===== src/pkg/i2c_mctl_pkg.sv =====
// Register map, field positions and reset values of the master control block.
// Function
// - With the complete enable set, a stop condition seen on the bus raises the interrupt.
// - With the NACK enable set, a not-acknowledge taken by the master raises the interrupt.
// - With the arbitration-lost enable set, losing the bus raises the interrupt.
// - With the transmit enable set, each byte the master sends raises the interrupt.
// - With the receive enable set, received data raises the interrupt; clearing it suppresses them.
// - Stretch set while SCL is low holds SCL low until stretch is cleared.
// - Stretch set while SCL is high waits for the next SCL fall, then holds SCL low until cleared.
// - Internal loopback feeds the driven SCL and SDA back to the block's own inputs.
// - With backoff disabled the master may start even while another device drives a start.
// - With backoff enabled the master defers a start until the bus is free.
// - The block acts as master only while master enable is set.
// - A status condition interrupts only if its enable is set when the condition is raised.
// - The master role drops one cycle after slave mode is entered and stays off while slave mode lasts.
package i2c_mctl_pkg;
	localparam logic [11:0] CTRL_OFF = 12'h000;
	localparam logic [11:0] STAT_OFF = 12'h004;
	localparam logic [15:0] CTRL_RESET = 16'h0000;
	localparam logic [15:0] CTRL_WMASK = 16'h01ff;
	localparam int MEN_BIT = 0;
	localparam int BD_BIT = 1;
	localparam int ILEN_BIT = 2;
	localparam int MSEN_BIT = 3;
	localparam int RXEN_BIT = 4;
	localparam int TXEN_BIT = 5;
	localparam int ALEN_BIT = 6;
	localparam int NACKEN_BIT = 7;
	localparam int CEN_BIT = 8;
	localparam int ST_RX_BIT = 4;
	localparam int ST_TX_BIT = 5;
	localparam int ST_AL_BIT = 6;
	localparam int ST_NACK_BIT = 7;
	localparam int ST_DONE_BIT = 8;
	localparam int ST_BUSY_BIT = 10;
	localparam int ST_MACT_BIT = 11;
	localparam int ST_HOLD_BIT = 12;
	localparam int NSRC = 5;
endpackage


===== src/pkg/i2c_lines_if.sv =====
// Synchronised SCL and SDA levels passed from the pin synchroniser to the control logic.
interface i2c_lines_if;
	logic scl;
	logic sda;
	modport src (output scl, output sda);
	modport dst (input scl, input sda);
endinterface


===== src/hdl/i2c_pin_sync.sv =====
// Two-flop synchroniser for the SCL and SDA pad inputs.
module i2c_pin_sync (
	// Clock and reset.
	input wire logic pclk,
	input wire logic presetn,
	// Pad levels.
	input wire logic scl_pad,
	input wire logic sda_pad,
	// Synchronised levels.
	i2c_lines_if.src lines
);
	logic [1:0] meta_q;
	logic [1:0] sync_q;

	// The first stage feeds only the second stage; lines idle high.
	always_ff @(posedge pclk or negedge presetn) begin
		if (!presetn) begin
			meta_q <= 2'h3;
			sync_q <= 2'h3;
		end else begin
			meta_q <= {scl_pad, sda_pad};
			sync_q <= meta_q;
		end
	end

	assign lines.scl = sync_q[1];
	assign lines.sda = sync_q[0];
endmodule


===== src/hdl/irq_source.sv =====
// One interrupt source: pends on a rising condition only while enabled.
module irq_source (
	// Clock and reset.
	input wire logic pclk,
	input wire logic presetn,
	// Condition level and its enable.
	input wire logic cond,
	input wire logic enable,
	// Pending output.
	output logic pend
);
	logic cond_q;
	logic pend_q;

	// Pend on the rising condition if enabled then; drop when the condition or enable goes.
	always_ff @(posedge pclk or negedge presetn) begin
		if (!presetn) begin
			cond_q <= 1'b0;
			pend_q <= 1'b0;
		end else begin
			cond_q <= cond;
			if (!cond || !enable) begin
				pend_q <= 1'b0;
			end else if (!cond_q) begin
				pend_q <= 1'b1;
			end
		end
	end

	assign pend = pend_q;
endmodule


===== src/hdl/i2c_master_control.sv =====
// Master control register, stretch, loopback, backoff and interrupt gating of the I2C channel.
//
// Design decisions made here: the register offsets and the APB slave port.
module i2c_master_control (
	// Clock and reset.
	input wire logic pclk,
	input wire logic presetn,
	// APB slave.
	input wire logic psel,
	input wire logic penable,
	input wire logic pwrite,
	input wire logic [11:0] paddr,
	input wire logic [31:0] pwdata,
	output logic [31:0] prdata,
	output logic pready,
	output logic pslverr,
	// Open-drain pins.
	input wire logic scl_pad,
	input wire logic sda_pad,
	output logic scl_out,
	output logic scl_oe,
	output logic sda_out,
	output logic sda_oe,
	// Master engine side.
	input wire logic core_scl_low,
	input wire logic core_sda_low,
	input wire logic nack_stat,
	input wire logic arb_lost_stat,
	input wire logic tx_done_stat,
	input wire logic rx_data_stat,
	input wire logic slave_mode,
	output logic scl_seen,
	output logic sda_seen,
	output logic master_active,
	output logic start_permit,
	output logic bus_busy,
	// Interrupt.
	output logic irq
);
	i2c_lines_if lines ();
	logic [15:0] ctrl_q;
	logic [15:0] stat_rd;
	logic [31:0] prdata_q;
	logic pready_q;
	logic pslverr_q;
	logic wr_en;
	logic rd_ctrl;
	logic rd_stat;
	logic scl_v;
	logic sda_v;
	logic scl_prev_q;
	logic sda_prev_q;
	logic start_det;
	logic stop_det;
	logic busy_q;
	logic done_q;
	logic hold_q;
	logic mact_q;
	logic permit_q;
	logic scl_oe_q;
	logic sda_oe_q;
	logic scl_seen_q;
	logic sda_seen_q;
	logic irq_q;
	logic drv_scl;
	logic drv_sda;
	logic [i2c_mctl_pkg::NSRC-1:0] cond;
	logic [i2c_mctl_pkg::NSRC-1:0] en;
	logic [i2c_mctl_pkg::NSRC-1:0] pend;

	////////////////////////////////////////////////////////////////////////////
	// Pin synchroniser.
	i2c_pin_sync u_sync (
		.pclk(pclk),
		.presetn(presetn),
		.scl_pad(scl_pad),
		.sda_pad(sda_pad),
		.lines(lines.src)
	);

	////////////////////////////////////////////////////////////////////////////
	// APB decode: access phase completes on the cycle pready is high.
	assign wr_en = psel && penable && pready_q && pwrite;
	assign rd_ctrl = paddr == i2c_mctl_pkg::CTRL_OFF;
	assign rd_stat = paddr == i2c_mctl_pkg::STAT_OFF;

	// Pready rises in the first access cycle, so every transfer takes no wait states.
	always_ff @(posedge pclk or negedge presetn) begin
		if (!presetn) begin
			pready_q <= 1'b0;
			pslverr_q <= 1'b0;
		end else begin
			pready_q <= psel && !penable;
			pslverr_q <= psel && !penable && !rd_ctrl && !rd_stat;
		end
	end

	// Read data is captured in the setup cycle; unmapped addresses read zero.
	always_ff @(posedge pclk or negedge presetn) begin
		if (!presetn) begin
			prdata_q <= 32'h0000_0000;
		end else if (psel && !penable) begin
			if (rd_ctrl) begin
				prdata_q <= {16'h0000, ctrl_q};
			end else if (rd_stat) begin
				prdata_q <= {16'h0000, stat_rd};
			end else begin
				prdata_q <= 32'h0000_0000;
			end
		end
	end

	// Control register; reserved upper bits are never stored.
	always_ff @(posedge pclk or negedge presetn) begin
		if (!presetn) begin
			ctrl_q <= i2c_mctl_pkg::CTRL_RESET;
		end else if (wr_en && rd_ctrl) begin
			ctrl_q <= pwdata[15:0] & i2c_mctl_pkg::CTRL_WMASK;
		end
	end

	// Status read view.
	always_comb begin
		stat_rd = 16'h0000;
		stat_rd[i2c_mctl_pkg::ST_RX_BIT] = rx_data_stat;
		stat_rd[i2c_mctl_pkg::ST_TX_BIT] = tx_done_stat;
		stat_rd[i2c_mctl_pkg::ST_AL_BIT] = arb_lost_stat;
		stat_rd[i2c_mctl_pkg::ST_NACK_BIT] = nack_stat;
		stat_rd[i2c_mctl_pkg::ST_DONE_BIT] = done_q;
		stat_rd[i2c_mctl_pkg::ST_BUSY_BIT] = busy_q;
		stat_rd[i2c_mctl_pkg::ST_MACT_BIT] = mact_q;
		stat_rd[i2c_mctl_pkg::ST_HOLD_BIT] = hold_q;
	end

	////////////////////////////////////////////////////////////////////////////
	// Line view: in loopback the driven levels replace the pads.
	assign drv_scl = mact_q && (core_scl_low || hold_q);
	assign drv_sda = mact_q && core_sda_low;
	assign scl_v = ctrl_q[i2c_mctl_pkg::ILEN_BIT] ? !drv_scl : lines.scl;
	assign sda_v = ctrl_q[i2c_mctl_pkg::ILEN_BIT] ? !drv_sda : lines.sda;
	assign start_det = sda_prev_q && !sda_v && scl_prev_q && scl_v;
	assign stop_det = !sda_prev_q && sda_v && scl_prev_q && scl_v;

	// Previous line levels for edge detection, and levels shown to the engine.
	always_ff @(posedge pclk or negedge presetn) begin
		if (!presetn) begin
			scl_prev_q <= 1'b1;
			sda_prev_q <= 1'b1;
			scl_seen_q <= 1'b1;
			sda_seen_q <= 1'b1;
		end else begin
			scl_prev_q <= scl_v;
			sda_prev_q <= sda_v;
			scl_seen_q <= scl_v;
			sda_seen_q <= sda_v;
		end
	end

	// Bus busy from start to stop.
	always_ff @(posedge pclk or negedge presetn) begin
		if (!presetn) begin
			busy_q <= 1'b0;
		end else if (start_det) begin
			busy_q <= 1'b1;
		end else if (stop_det) begin
			busy_q <= 1'b0;
		end
	end

	// Transmission complete flag: set by a stop, cleared by writing one; the set wins.
	always_ff @(posedge pclk or negedge presetn) begin
		if (!presetn) begin
			done_q <= 1'b0;
		end else if (stop_det) begin
			done_q <= 1'b1;
		end else if (wr_en && rd_stat && pwdata[i2c_mctl_pkg::ST_DONE_BIT]) begin
			done_q <= 1'b0;
		end
	end

	////////////////////////////////////////////////////////////////////////////
	// Master role and start permission.
	always_ff @(posedge pclk or negedge presetn) begin
		if (!presetn) begin
			mact_q <= 1'b0;
			permit_q <= 1'b0;
		end else begin
			mact_q <= ctrl_q[i2c_mctl_pkg::MEN_BIT] && !slave_mode;
			permit_q <= mact_q && (ctrl_q[i2c_mctl_pkg::BD_BIT] || !busy_q);
		end
	end

	// Stretch: hold at once if SCL is low, else from the next fall; release when cleared.
	always_ff @(posedge pclk or negedge presetn) begin
		if (!presetn) begin
			hold_q <= 1'b0;
		end else begin
			hold_q <= mact_q && ctrl_q[i2c_mctl_pkg::MSEN_BIT] && (hold_q || !scl_v);
		end
	end

	// Pin drivers: open drain, off in loopback.
	always_ff @(posedge pclk or negedge presetn) begin
		if (!presetn) begin
			scl_oe_q <= 1'b0;
			sda_oe_q <= 1'b0;
		end else begin
			scl_oe_q <= drv_scl && !ctrl_q[i2c_mctl_pkg::ILEN_BIT];
			sda_oe_q <= drv_sda && !ctrl_q[i2c_mctl_pkg::ILEN_BIT];
		end
	end

	////////////////////////////////////////////////////////////////////////////
	// Interrupt sources, in order: receive, transmit, arbitration, NACK, complete.
	assign cond = {done_q, nack_stat, arb_lost_stat, tx_done_stat, rx_data_stat};
	assign en = ctrl_q[i2c_mctl_pkg::CEN_BIT:i2c_mctl_pkg::RXEN_BIT];

	for (genvar i = 0; i < i2c_mctl_pkg::NSRC; i++) begin : g_src
		irq_source u_src (
			.pclk(pclk),
			.presetn(presetn),
			.cond(cond[i]),
			.enable(en[i]),
			.pend(pend[i])
		);
	end

	// Interrupt output is the OR of pending sources.
	always_ff @(posedge pclk or negedge presetn) begin
		if (!presetn) begin
			irq_q <= 1'b0;
		end else begin
			irq_q <= |pend;
		end
	end

	////////////////////////////////////////////////////////////////////////////
	// Output assignments.
	assign prdata = prdata_q;
	assign pready = pready_q;
	assign pslverr = pslverr_q;
	assign scl_out = 1'b0;
	assign sda_out = 1'b0;
	assign scl_oe = scl_oe_q;
	assign sda_oe = sda_oe_q;
	assign scl_seen = scl_seen_q;
	assign sda_seen = sda_seen_q;
	assign master_active = mact_q;
	assign start_permit = permit_q;
	assign bus_busy = busy_q;
	assign irq = irq_q;
endmodule


===== config.mk =====
export PLATFORM = sky130hd
export DESIGN_NAME = i2c_master_control
export DESIGN_NICKNAME = d
export VERILOG_FILES = /design/src/pkg/i2c_mctl_pkg.sv /design/src/pkg/i2c_lines_if.sv /design/src/hdl/i2c_pin_sync.sv /design/src/hdl/irq_source.sv /design/src/hdl/i2c_master_control.sv
export SDC_FILE = /design/constraint.sdc
export NUM_CORES = 1
export LEC_CHECK = 0
export BUFFER_PORTS_ARGS = -buffer_cell sky130_fd_sc_hd__buf_2
export CORE_MARGIN = 10
export CORE_UTILIZATION = 40
export CTS_BUF_LIST = sky130_fd_sc_hd__clkbuf_16
export CTS_CLUSTER_DIAMETER = 100
export CTS_CLUSTER_SIZE = 20
export DETAILED_ROUTE_END_ITERATION = 7
export PLACE_DENSITY = 0.79
export SETUP_SLACK_MARGIN = 0.4
export SLEW_MARGIN = 0
export SYNTH_ARGS = -nofsm -noshare
export SYNTH_HDL_FRONTEND = slang
export SYNTH_SLANG_ARGS = --single-unit

===== constraint.sdc =====
create_clock -name pclk -period 1.4 [get_ports pclk]
set_clock_uncertainty 0.2 [all_clocks]
set_input_delay 0.35 -clock pclk [delete_from_list [all_inputs] [get_ports pclk]]
set_output_delay 0.35 -clock pclk [all_outputs]
set_load 0.05 [all_outputs]

Word level (Yosys, flattened, before mapping). Cells that the tools add are included.

Register bits after elaboration: 67. Word-level logic and storage cells: 106.

Equality and inequality tests: 6. Multiplexer cells: 18. Reductions and logical operators: 56.

Operators by type and width (count): 32-bit 2-to-1 mux (1); 1-bit logical AND (23); 1-bit zero test (21); 1-bit 2-to-1 mux (16); 13-bit 2-to-1 mux (1); 12-bit by 3-bit == test with 1-bit output, second input constant (1); 12-bit zero test (1); 2-bit != test, second input constant (5); 1-bit logical OR (8); 5-bit OR reduction (1); 2-bit nonzero test (2).

Longest topological paths before layout. Gate-level depths: netlist (run 1).

Word-level depth: 8. Gate-level depth with buffers: 5. Depth with buffers taken out: 4.

Cells and area by module. From an unflattened synthesis (run 1), not the netlist that was laid out.

Cell total of the unflattened synthesis: 169. Area, all modules: 2016.9 µm².

By module, submodules not included: i2c_master_control (times used 1, cells an instance 140, area each 1580.3 µm², seq. area each 828.3 µm²); irq_source (times used 5, cells an instance 5, area each 66.3 µm², seq. area each 50.0 µm²); i2c_pin_sync (times used 1, cells an instance 4, area each 105.1 µm², seq. area each 105.1 µm²).

Worst setup path after synthesis (run 1). No wires, ideal clock.

Path type: input-to-reg. Start: input port paddr[5]. End: register ctrl_q[0]. Library setup time: 0.125 ns. Arrival: 1.665 ns. Required time: 1.075 ns. Setup slack: -0.590 ns. Stages: 5. Path buffers: 1. Cells stage by stage: nor3_1 > nand3_2 > or3_1 > buf_4 > mux2_4.

Word-level cells in the longest chain between the ends: 2.

RTL lines: start, declared (RTL line i2c_master_control.sv:12) `input wire logic [11:0] paddr,`; 12-bit zero test (RTL line i2c_master_control.sv:84) `assign rd_ctrl = paddr == i2c_mctl_pkg::CTRL_OFF;`; 1-bit logical AND (RTL line i2c_master_control.sv:117) `end else if (wr_en && rd_ctrl) begin`; end signal, assigned (RTL line i2c_master_control.sv:116) `ctrl_q <= i2c_mctl_pkg::CTRL_RESET;`; end signal, assigned (RTL line i2c_master_control.sv:118) `ctrl_q <= pwdata[15:0] & i2c_mctl_pkg::CTRL_WMASK;`; end, declared (RTL line i2c_master_control.sv:41) `logic [15:0] ctrl_q;`.

No other way between the ends. A chain may end at the register's enable or synchronous reset.

Final worst setup path (run 1).
Start: register pready_q (netlist: pready). End: register ctrl_q[1].

Word-level cells in the longest chain between the ends: 3.

RTL lines: start, declared (RTL line i2c_master_control.sv:44) `logic pready_q;`; start signal, assigned (RTL line i2c_master_control.sv:93) `pready_q <= psel && !penable;`; 1-bit logical AND (2 in series) (RTL line i2c_master_control.sv:83) `assign wr_en = psel && penable && pready_q && pwrite;`; 1-bit logical AND (RTL line i2c_master_control.sv:117).

No other way between the ends.

==> results of run 1 <==
[layout make-up]
class / count / area [um2]
inverters: 10 / 37.54
multi-input cells: 104 / 849.6
flip-flops and latches: 47 / 1209
fillers: 359 / 1663
clock buffers: 5 / 125.1
well taps: 67 / 83.83
clock inverters: 3 / 12.51
repair buffers: 89 / 805.8
[per-layer routing]
| metal | wire length [um] | vias to the layer above | track usage [%] | share of wire (%) |
|---|---|---|---|---|
| li1 | - | 702 | - | - |
| met1 | 2159 | 733 | 14.21 | 41 |
| met2 | 2532 | 61 | 20.73 | 48 |
| met3 | 498 | 10 | 5.653 | 9.4 |
| met4 | 95 | 0 | 4.509 | 1.8 |
| met5 | 0 | - | 0 | 0 |
[synthesized netlist by cell type]
master and number:
nand3_1 2, nor3b_1 1, inv_1 10, nand2_1 22, nor4_4 2, mux2i_1 5
or3b_1 1, a31oi_1 3, dfstp_2 6, dfrtp_1 41, o211ai_1 1, or2_1 1
o31ai_1 9, o21ai_1 5, mux2_4 9, buf_4 23, nand4_1 2, clkbuf_1 4
nor2_1 2, nor2b_1 1, o2bb2a_1 1, a21boi_0 1, and3b_1 1, conb_1 1
nand2b_1 1, or3_1 1, nor3_1 2, o21a_1 1, a21oi_1 6, o21ai_0 1
nand3_2 1
[stage by stage]
step	instance area [um2]	cells	total power, uW
floorplan	2140	188	1675
detailed placement	2456	302	1758
CTS	2994	322	2916
global placement	2456	302	1754
global route	3123	325	3026
finish	3123	325	2920
[how the worst max path moves through the flow]
stage / from / end
global route: paddr[0] / ctrl_q[0]$_DFFE_PN0P_
CTS: paddr[8] / ctrl_q[8]$_DFFE_PN0P_
finish: pready$_DFF_PN0_ / ctrl_q[1]$_DFFE_PN0P_
floorplan: paddr[9] / ctrl_q[0]$_DFFE_PN0P_
detailed placement: paddr[9] / ctrl_q[0]$_DFFE_PN0P_
global placement: paddr[11] / ctrl_q[2]$_DFFE_PN0P_
[logic make-up (layout without fill, tap and decap cells)]
family,after synthesis,count (layout),share of synthesized area [%]
flops,47,47,59.12
simple gates,40,40,11.25
buf+inv,37,107,11.25
compound gates,28,28,8.937
mux,14,14,9.250
other cells,1,22,0.1873
[worst register-to-register path: cells and delay by family (launching register included)]
family	cells	cell delay [ns]
simple gates	2	0.61
flops	1	0.36
mux	1	0.29
buf+inv	1	0.15
[power breakdown]
part	internal (uW)	switching (uW)
registers	1390	14.0
logic	123	273
clock network	646	474
total	2160	762
[sequential cells by signal, summed over array words and instances (netlist names), 2 cells and up]
signal	count
ctrl_q	9
g_src.u_src.cond_q	5
g_src.u_src.pend	5
prdata	12
u_sync.meta_q	2
u_sync.sync_q	2
[what timing repair did]
| action | CTS | global route |
|---|---|---|
| cloned | 1 | 0 |
| hold endpoints to repair | 45 | 42 |
| pin swaps | 11 | 2 |
| endpoints found under the setup margin | 53 | 54 |
| buffers inserted | 9 | 3 |
| gates resized for setup | 82 | 20 |
==> results.py, run 1 <==
metrics = {
    "run_status": {
        "status": "complete, but fails checks",
        "violations": "hold timing, setup timing",
    },
    "logic_synthesis": {
        "syn_avg_cell_area_um2": 11.99,
        "yosysSeqAreaShare_pct": 59.12,
        "synth_cells": 167,
        "synth-seq-cells": 47,
        "ys_warn_count": 0,
        "synth_top_area_cell": "dfrtp_1",
        "netlist_area_um2": 2002,
        "ys_types": 31,
        "yosysTopAreaCellShare_pct": 51.25,
        "synth_area_leaders": "dfrtp_1 51%, buf_4 8.6%, dfstp_2 7.9%, mux2_4 6.8%, nand2_1 4.1%",
    },
    "clocking": {
        "cts.sinks": 47,
        "h-tree-depth": 2,
        "clk_pin_slew_ns": 0.06,
        "numCtsBuffers": 5,
        "ctsHoldBuffers": 2,
        "clock_path_buffers": 2,
        "clock_latency_ns": 0.28,
        "cts_tree": "built",
        "root_buffer": "clkbuf_16",
    },
    "worst_setup_path": {
        "start_kind": "flop",
        "worst-path-stages": 4,
        "rr_startpoint": "pready$_DFF_PN0_",
        "cp.arrival_ns": 1.69,
        "worstPathRequired_ns": 1.37,
        "crit_slowest_cell": "or3_4",
        "r2r_slack_ns": -0.33,
        "worstSetupEndpointType": "flop",
        "critical_path.cell_chain": "nand4_1 -> or3_4 -> buf_6 -> mux2_4",
        "max_stage_delay_ns": 0.43,
        "crit_family": "simple AND/OR/NAND/NOR gates",
        "r2r_end": "ctrl_q[1]$_DFFE_PN0P_",
        "cp_num_buf_inv": 1,
        "worstSetupPathType": "reg -> reg",
        "crit_fanout": 5,
        "rr_worst_depth": 4,
    },
    "routing": {
        "antenna_left": 0,
        "drc": 0,
        "firstDrtPassIters": 4,
        "viasPerCell": 4.634,
        "wl_per_cell_um": 16.26,
        "wl_um": 5286,
        "vias": 1506,
        "drt_iter0_markers": 89,
    },
    "floorplanning": {
        "dieArea_um2": 8235,
        "start_util_pct": 41.83,
        "core-area_um2": 4786,
        "fp.dieH_um": 90.75,
        "num_rows": 25,
        "ios": 102,
        "die_x_um": 90.75,
    },
    "placed_design": {
        "globalplace.congestion": 0.7621,
        "dp_hpwl_um": 3636,
        "pre_cts_slack_ns": -0.6415,
        "port_buffers": 56,
    },
    "sta": {
        "rsz0062_at_grt": "true",
        "setup_violations": 24,
        "slew_violations": 0,
        "worst_slack_ns": -0.3269,
        "holdWs_ns": -0.1564,
        "clock.fmax_mhz": 579.1,
        "fin_crit_sh_pct": 123.4,
        "period_needed_ns": 1.727,
        "setup_tns_ns": -4.389,
        "timing.final.hold_violations": 43,
    },
    "finish": {
        "final_cell_mix": "30 x buf_2, 24 x buf_6, 22 x nand2_1, 22 x conb_1, 21 x dfrtp_1",
        "syn2layout_area_growth_pct": 56.00,
        "n_antenna_cell": 0,
        "final_common_cell": "buf_2",
        "final_nets": 315,
        "fin_util_pct": 65.25,
        "drive_above_1_share_pct": 60.08,
    },
    "pwr": {
        "vdd_drop_max_v": 0.0007522,
        "powerDensity_nw_per_um2": 935.0,
        "p_leak_uw": 0.001467,
    },
    "grt": {
        "antenna_found_initial": 0,
        "grt_pass1_vias": 1674,
        "groute.usage.overall_pct": 12.66,
        "grt_overflow_total": 0,
        "grt_pass1_wl_um": 8459,
        "grt_start_max_net_pins": 48,
    },
    "min_path": {
        "hold_class": "in -> async",
    },
    "job": {
        "max-cap-violations": 0,
    },
}
Note: power is estimated with default switching activity, not from simulation.
==> inputs of run 2 (changes only) <==
- ABC_AREA: unset -> 0
- CORE_MARGIN: 10 -> 2
==> run 2 against run 1 <==
- the flow still finishes with violations (hold timing, setup timing)
- worst hold slack worse by 0.10 ns
- maximum frequency down 1.0%
- clock power about the same
- cell count down 0.92%
- cell area down 2.5%
- first-iteration DRC count down 52%
- largest power group unchanged
- highest routed layer unchanged
==> results.py, run 2 (synthesis gave the netlist of run 1 again) <==
metrics = {
    "floorplanning": {
        "start_util_pct": 41.83,
        "ios": 102,
        "die_x_um": 74.75,
        "core-area_um2": 4786,
        "num_rows": 25,
        "fp.dieH_um": 74.75,
        "dieArea_um2": 5587,
    },
    "finish": {
        "final_common_cell": "buf_2",
        "final_cell_count_no_fill": 322,
        "fillers": 365,
        "largest_register_ffs": 12,
        "final_nets": 312,
        "n_antenna_cell": 0,
        "syn2layout_area_growth_pct": 52.06,
        "final_cell_mix": "30 x buf_2, 25 x buf_6, 22 x nand2_1, 22 x conb_1, 22 x dfrtp_1",
        "drive_above_1_share_pct": 57.65,
    },
    "routing": {
        "antenna_left": 0,
        "drt_iter0_markers": 43,
        "vias": 1482,
        "firstDrtPassIters": 4,
        "wl_um": 4542,
        "wl_per_cell_um": 14.11,
        "viasPerCell": 4.602,
        "drc": 0,
    },
    "worst_setup_path": {
        "worstSetupPathType": "reg -> reg",
        "worstPathRequired_ns": 1.37,
        "start_kind": "flop",
        "r2r_slack_ns": -0.34,
        "rr_startpoint": "pready$_DFF_PN0_",
        "r2r_end": "ctrl_q[0]$_DFFE_PN0P_",
        "crit_fanout": 5,
        "worstSetupEndpointType": "flop",
        "cp.arrival_ns": 1.71,
        "rr_worst_depth": 4,
    },
    "clocking": {
        "clock_latency_ns": 0.28,
        "root_buffer": "clkbuf_16",
        "cts.sinks": 47,
        "clk_pin_slew_ns": 0.06,
        "cts_tree": "built",
        "ctsHoldBuffers": 2,
        "h-tree-depth": 2,
        "clock_path_buffers": 2,
        "numCtsBuffers": 5,
    },
    "sta": {
        "clock.fmax_mhz": 573.1,
        "setup_violations": 26,
        "rsz0062_at_grt": "true",
        "holdWs_ns": -0.2589,
        "slew_violations": 0,
        "worst_slack_ns": -0.3448,
        "timing.final.hold_violations": 22,
        "setup_tns_ns": -4.539,
        "period_needed_ns": 1.745,
        "fin_crit_sh_pct": 124.6,
    },
    "job": {
        "max-cap-violations": 0,
    },
    "placed_design": {
        "globalplace.congestion": 0.7427,
        "placed_cells": 302,
        "port_buffers": 56,
        "dp_hpwl_um": 3107,
    },
    "grt": {
        "grt_pass1_vias": 1541,
        "grt_pass1_wl_um": 7113,
        "grt_start_max_net_pins": 21,
        "antenna_found_initial": 0,
        "groute.usage.overall_pct": 17.23,
        "grt_overflow_total": 0,
    },
    "min_path": {
        "hold_class": "in -> async",
    },
    "pwr": {
        "p_sw_share_pct": 26.03,
        "p_comb_share_pct": 13.2,
        "p_leak_uw": 0.001443,
        "power.internal_uw": 2159,
        "vdd_drop_max_v": 0.0007674,
        "net-switching-power_uw": 759.8,
        "p_seq_share_pct": 48.1,
        "p_clk_share_pct": 38.7,
        "powerDensity_nw_per_um2": 958.8,
    },
    "run_status": {
        "status": "complete, but fails checks",
        "violations": "hold timing, setup timing",
    },
}
[run 2: power groups by stage]
stage / clock network, uW / logic, uW / registers [uW]
after detailed placement: 0 / 338 / 1430
after global placement: 0 / 334 / 1420
final: 1130 / 385 / 1400
after global routing: 1210 / 412 / 1410
after floorplan: 0 / 222 / 1450
after CTS: 1150 / 377 / 1400
[run 2: metal layers]
| metal | vias up | track usage [%] | wire length [um] |
|---|---|---|---|
| li1 | 697 | - | - |
| met1 | 719 | 22.08 | 1898 |
| met2 | 57 | 28.32 | 2276 |
| met3 | 9 | 3.882 | 272 |
| met4 | 0 | 7.341 | 95 |
| met5 | - | 0 | 0 |
[run 2: worst max-delay path, stage by stage, from the launching register on]
cell	delay [ns]
dfrtp_1	0.37
nand4_1	0.17
or3_4	0.44
buf_6	0.16
mux2_4	0.29
[run 2: how the worst max path moves through the flow]
stage                       endpoint  slack [ns]  cells after the start        startpoint
2_1_floorplan  ctrl_q[0]$_DFFE_PN0P_       -0.51                      5          paddr[9]
3_3_place_gp   ctrl_q[6]$_DFFE_PN0P_       -0.62                      6          paddr[9]
3_5_place_dp   ctrl_q[0]$_DFFE_PN0P_       -0.68                      6         paddr[11]
4_1_cts        ctrl_q[0]$_DFFE_PN0P_       -0.32                      6          paddr[0]
5_1_grt        ctrl_q[0]$_DFFE_PN0P_       -0.40                      4  pready$_DFF_PN0_
6_report       ctrl_q[0]$_DFFE_PN0P_       -0.34                      4  pready$_DFF_PN0_
[run 2: cell type report]
cell class | instances | area [um2] | area share [%]
Tap cell | 67 | 83.83 | 2.754
Inverter | 10 | 37.54 | 1.233
Clock inverter | 3 | 15.01 | 0.4932
Multi-Input combinational cell | 104 | 810.8 | 26.63
Sequential cell | 47 | 1207 | 39.66
Timing Repair Buffer | 86 | 764.5 | 25.11
Clock buffer | 5 | 125.1 | 4.110
[run 2: per-stage QoR]
| step | hold WS [ns] | instance area [um2] | power, uW | setup slack (ns) | utilization (%) |
|---|---|---|---|---|---|
| 4_1_cts | -0.2559 | 2932 | 2933 | -0.3245 | 61.25 |
| 3_3_place_gp | 0.04462 | 2469 | 1759 | -0.6172 | 51.58 |
| 3_5_place_dp | 0.04741 | 2469 | 1764 | -0.6756 | 51.58 |
| 5_1_grt | -0.2485 | 3044 | 3032 | -0.4028 | 63.61 |
| 6_report | -0.2589 | 3044 | 2919 | -0.3448 | 63.61 |
| 2_1_floorplan | -0.1456 | 2140 | 1675 | -0.5100 | - |
[run 2: what timing repair did]
action,4_1_cts,5_1_grt
endpoints found under the hold margin,9,7
buffers inserted,6,3
pin swaps,5,3
endpoints found under the setup margin,53,54
gates cloned,1,0
gates resized for setup,72,16
==> inputs of run 3 (changes only) <==
- CORE_UTILIZATION: 40 -> 41
- PLACE_DENSITY: 0.79 -> 0.8
- SYNTH_HIERARCHICAL: unset -> 1
==> run 3 against run 2 <==
- first-iteration DRC count grew to 2.8 times the previous value
- worst setup slack gained 0.022 ns
- count of clock-buffer cells in the layout is the same
- total power shrank 0.98%
- die area shrank 1.6%
- worst hold slack gained 0.10 ns
- the flow still finishes with violations (hold timing, setup timing)
- largest power group unchanged
- via count shrank 1.3%
- clock power is essentially flat
==> results.py, run 3 <==
metrics = {
    "routing": {
        "antenna_left": 0,
        "wl_per_cell_um": 14.17,
        "firstDrtPassIters": 4,
        "viasPerCell": 4.572,
        "drt_iter0_markers": 121,
        "drc": 0,
        "vias": 1463,
        "wl_um": 4534,
    },
    "grt": {
        "antenna_found_initial": 0,
        "grt_overflow_total": 0,
        "grt_pass1_wl_um": 6851,
        "groute.usage.overall_pct": 17.01,
        "grt_pass1_vias": 1443,
        "grt_start_max_net_pins": 48,
    },
    "placed_design": {
        "port_buffers": 56,
        "dp_hpwl_um": 2986,
        "placed_cells": 297,
        "globalplace.congestion": 0.7431,
    },
    "worst_setup_path": {
        "worstSetupPathType": "in -> reg",
        "r2r_slack_ns": -0.24,
        "worstSetupEndpointType": "flop",
        "worstPathRequired_ns": 1.37,
        "start_kind": "primary input",
        "cp.arrival_ns": 1.69,
        "crit_fanout": 7,
    },
    "finish": {
        "syn2layout_area_growth_pct": 50.06,
        "final_nets": 310,
        "final_cell_count_no_fill": 320,
        "final_common_cell": "buf_2",
        "drive_above_1_share_pct": 57.71,
        "fin_util_pct": 64.08,
        "final_cell_mix": "29 x buf_2, 25 x nand2_1, 25 x buf_6, 22 x conb_1, 21 x dfrtp_2",
        "n_antenna_cell": 0,
        "largest_register_ffs": 12,
        "fillers": 344,
    },
    "sta": {
        "slew_violations": 0,
        "timing.final.hold_violations": 41,
        "period_needed_ns": 1.723,
        "worst_slack_ns": -0.3232,
        "holdWs_ns": -0.1590,
        "setup_violations": 28,
        "rsz0062_at_grt": "true",
        "clock.fmax_mhz": 580.3,
        "fin_crit_sh_pct": 123.1,
    },
    "logic_synthesis": {
        "netlist_area_um2": 2017,
        "yosysSeqAreaShare_pct": 58.68,
        "synth_edf_count": 0,
        "async_reset_ff_share_pct": 100.0,
        "yosysTopAreaCellShare_pct": 50.87,
        "synth_area_leaders": "dfrtp_1 51%, buf_4 8.2%, dfstp_2 7.8%, mux2_4 6.7%, nand2_1 4.7%",
        "ys_warn_count": 6,
        "ys_types": 32,
        "ys.flop_type": "dfrtp_1",
        "synth_common_cells": "41 x dfrtp_1, 25 x nand2_1, 22 x buf_4",
        "synth-seq-cells": 47,
        "syn_avg_cell_area_um2": 11.93,
        "synth_top_area_cell": "dfrtp_1",
        "synth_cells": 169,
        "synth_most_common_cell": "dfrtp_1",
    },
    "clocking": {
        "numCtsBuffers": 5,
        "cts_tree": "built",
        "cts.sinks": 47,
        "clock_latency_ns": 0.29,
        "root_buffer": "clkbuf_16",
        "ctsHoldBuffers": 2,
        "h-tree-depth": 2,
        "clk_pin_slew_ns": 0.07,
        "clock_path_buffers": 2,
    },
    "floorplanning": {
        "dieArea_um2": 5497,
        "ios": 102,
        "fp.dieH_um": 74.14,
        "die_x_um": 74.14,
        "num_rows": 25,
        "core-area_um2": 4723,
        "start_util_pct": 42.70,
    },
    "job": {
        "max-cap-violations": 0,
    },
    "run_status": {
        "violations": "hold timing, setup timing",
        "status": "complete, but fails checks",
    },
    "pwr": {
        "p_leak_uw": 0.001413,
        "powerDensity_nw_per_um2": 954.9,
        "power_uw": 2890,
        "vdd_drop_max_v": 0.0005969,
    },
    "min_path": {
        "hold_class": "in -> async",
    },
}
run 3: cell count changes after synthesis, moves of 2 or more:
cell      delta
buf_6        +2
clkbuf_1     -2
a21oi_1      -5
nand2_1      +3
nor4_2       +2
a21oi_2      +5
o21ai_0      +4
nor2_1       +3
nor4_4       -2
o21ai_1      -5
run 3: layer usage:
layer / global-route usage (%) / wire length (um) / up-vias / share of wire, %
li1: - / - / 691 / -
met1: 21.81 / 1845 / 709 / 41
met2: 27.38 / 2312 / 56 / 51
met3: 4.472 / 276 / 7 / 6.1
met4: 7.273 / 100 / 0 / 2.2
met5: 0 / 0 / - / 0
run 3: stage by stage:
step | setup TNS [ns] | setup slack (ns) | instance area, um2 | hold WS, ns
finish | -3.588 | -0.3232 | 3027 | -0.1590
global route | -4.483 | -0.3542 | 3027 | -0.1531
CTS | -3.557 | -0.3304 | 2908 | -0.1551
detailed placement | -8.617 | -0.6688 | 2415 | 0.1475
global placement | -7.594 | -0.6223 | 2415 | 0.1465
floorplan | -4.691 | -0.5146 | 2156 | -0.1456
run 3: worst max-delay path, stage by stage:
cell	delay, ns
buf_6	0.09
nor4_4	0.30
nand3_2	0.11
or3_4	0.39
buf_8	0.15
mux2_4	0.29
run 3: power by group:
part	leakage (uW)	switching (uW)	internal, uW
clock	0.0000724	465	645
combinational	0.000760	265	109
sequential	0.000580	16.1	1390
total	0.00141	746	2140
run 3: kinds of logic (layout without fill, tap and decap cells):
kind of cell | Yosys count | in the layout | share of synthesized area, %
muxes | 14 | 14 | 9.181
and+or+nand+nor | 44 | 44 | 10.79
DFF | 47 | 47 | 58.68
other | 1 | 22 | 0.1859
AOI/OAI and AO/OA | 27 | 27 | 9.553
buffers and inverters | 36 | 99 | 11.60
run 3: cell type report:
| type | count | area, um2 | share of cell area (%) |
|---|---|---|---|
| clock buffer | 5 | 125.1 | 4.134 |
| tap | 67 | 83.83 | 2.770 |
| sequential | 47 | 1210 | 39.98 |
| inverter | 9 | 33.78 | 1.116 |
| timing repair buffer | 82 | 729.5 | 24.10 |
| multi-input combinational | 107 | 832.0 | 27.49 |
| clock inverter | 3 | 12.51 | 0.4134 |
run 3: worst paths after layout:
path / startpoint / end / cells after the start
worst max-delay path: paddr[7] / ctrl_q[6]$_DFFE_PN0P_ / 6
worst min-delay path: presetn / prdata[10]$_DFFE_PN0N_ / 2
worst max register to register: pready$_DFF_PN0_ / ctrl_q[6]$_DFFE_PN0P_ / 4
worst min register to register: u_sync/meta_q[0]$_DFF_PN1_ / u_sync/sync_q[0]$_DFF_PN1_ / 0
max in group asynchronous: presetn / u_sync/sync_q[1]$_DFF_PN1_ / 2
min in group pclk: slave_mode / master_active$_DFF_PN0_ / 2
run 3: what timing repair did:
action	in CTS	in global routing
endpoints found under the setup margin	52	54
endpoints found under the hold margin	44	41
setup buffers	8	5
pin swaps	5	5
resized for setup	76	16
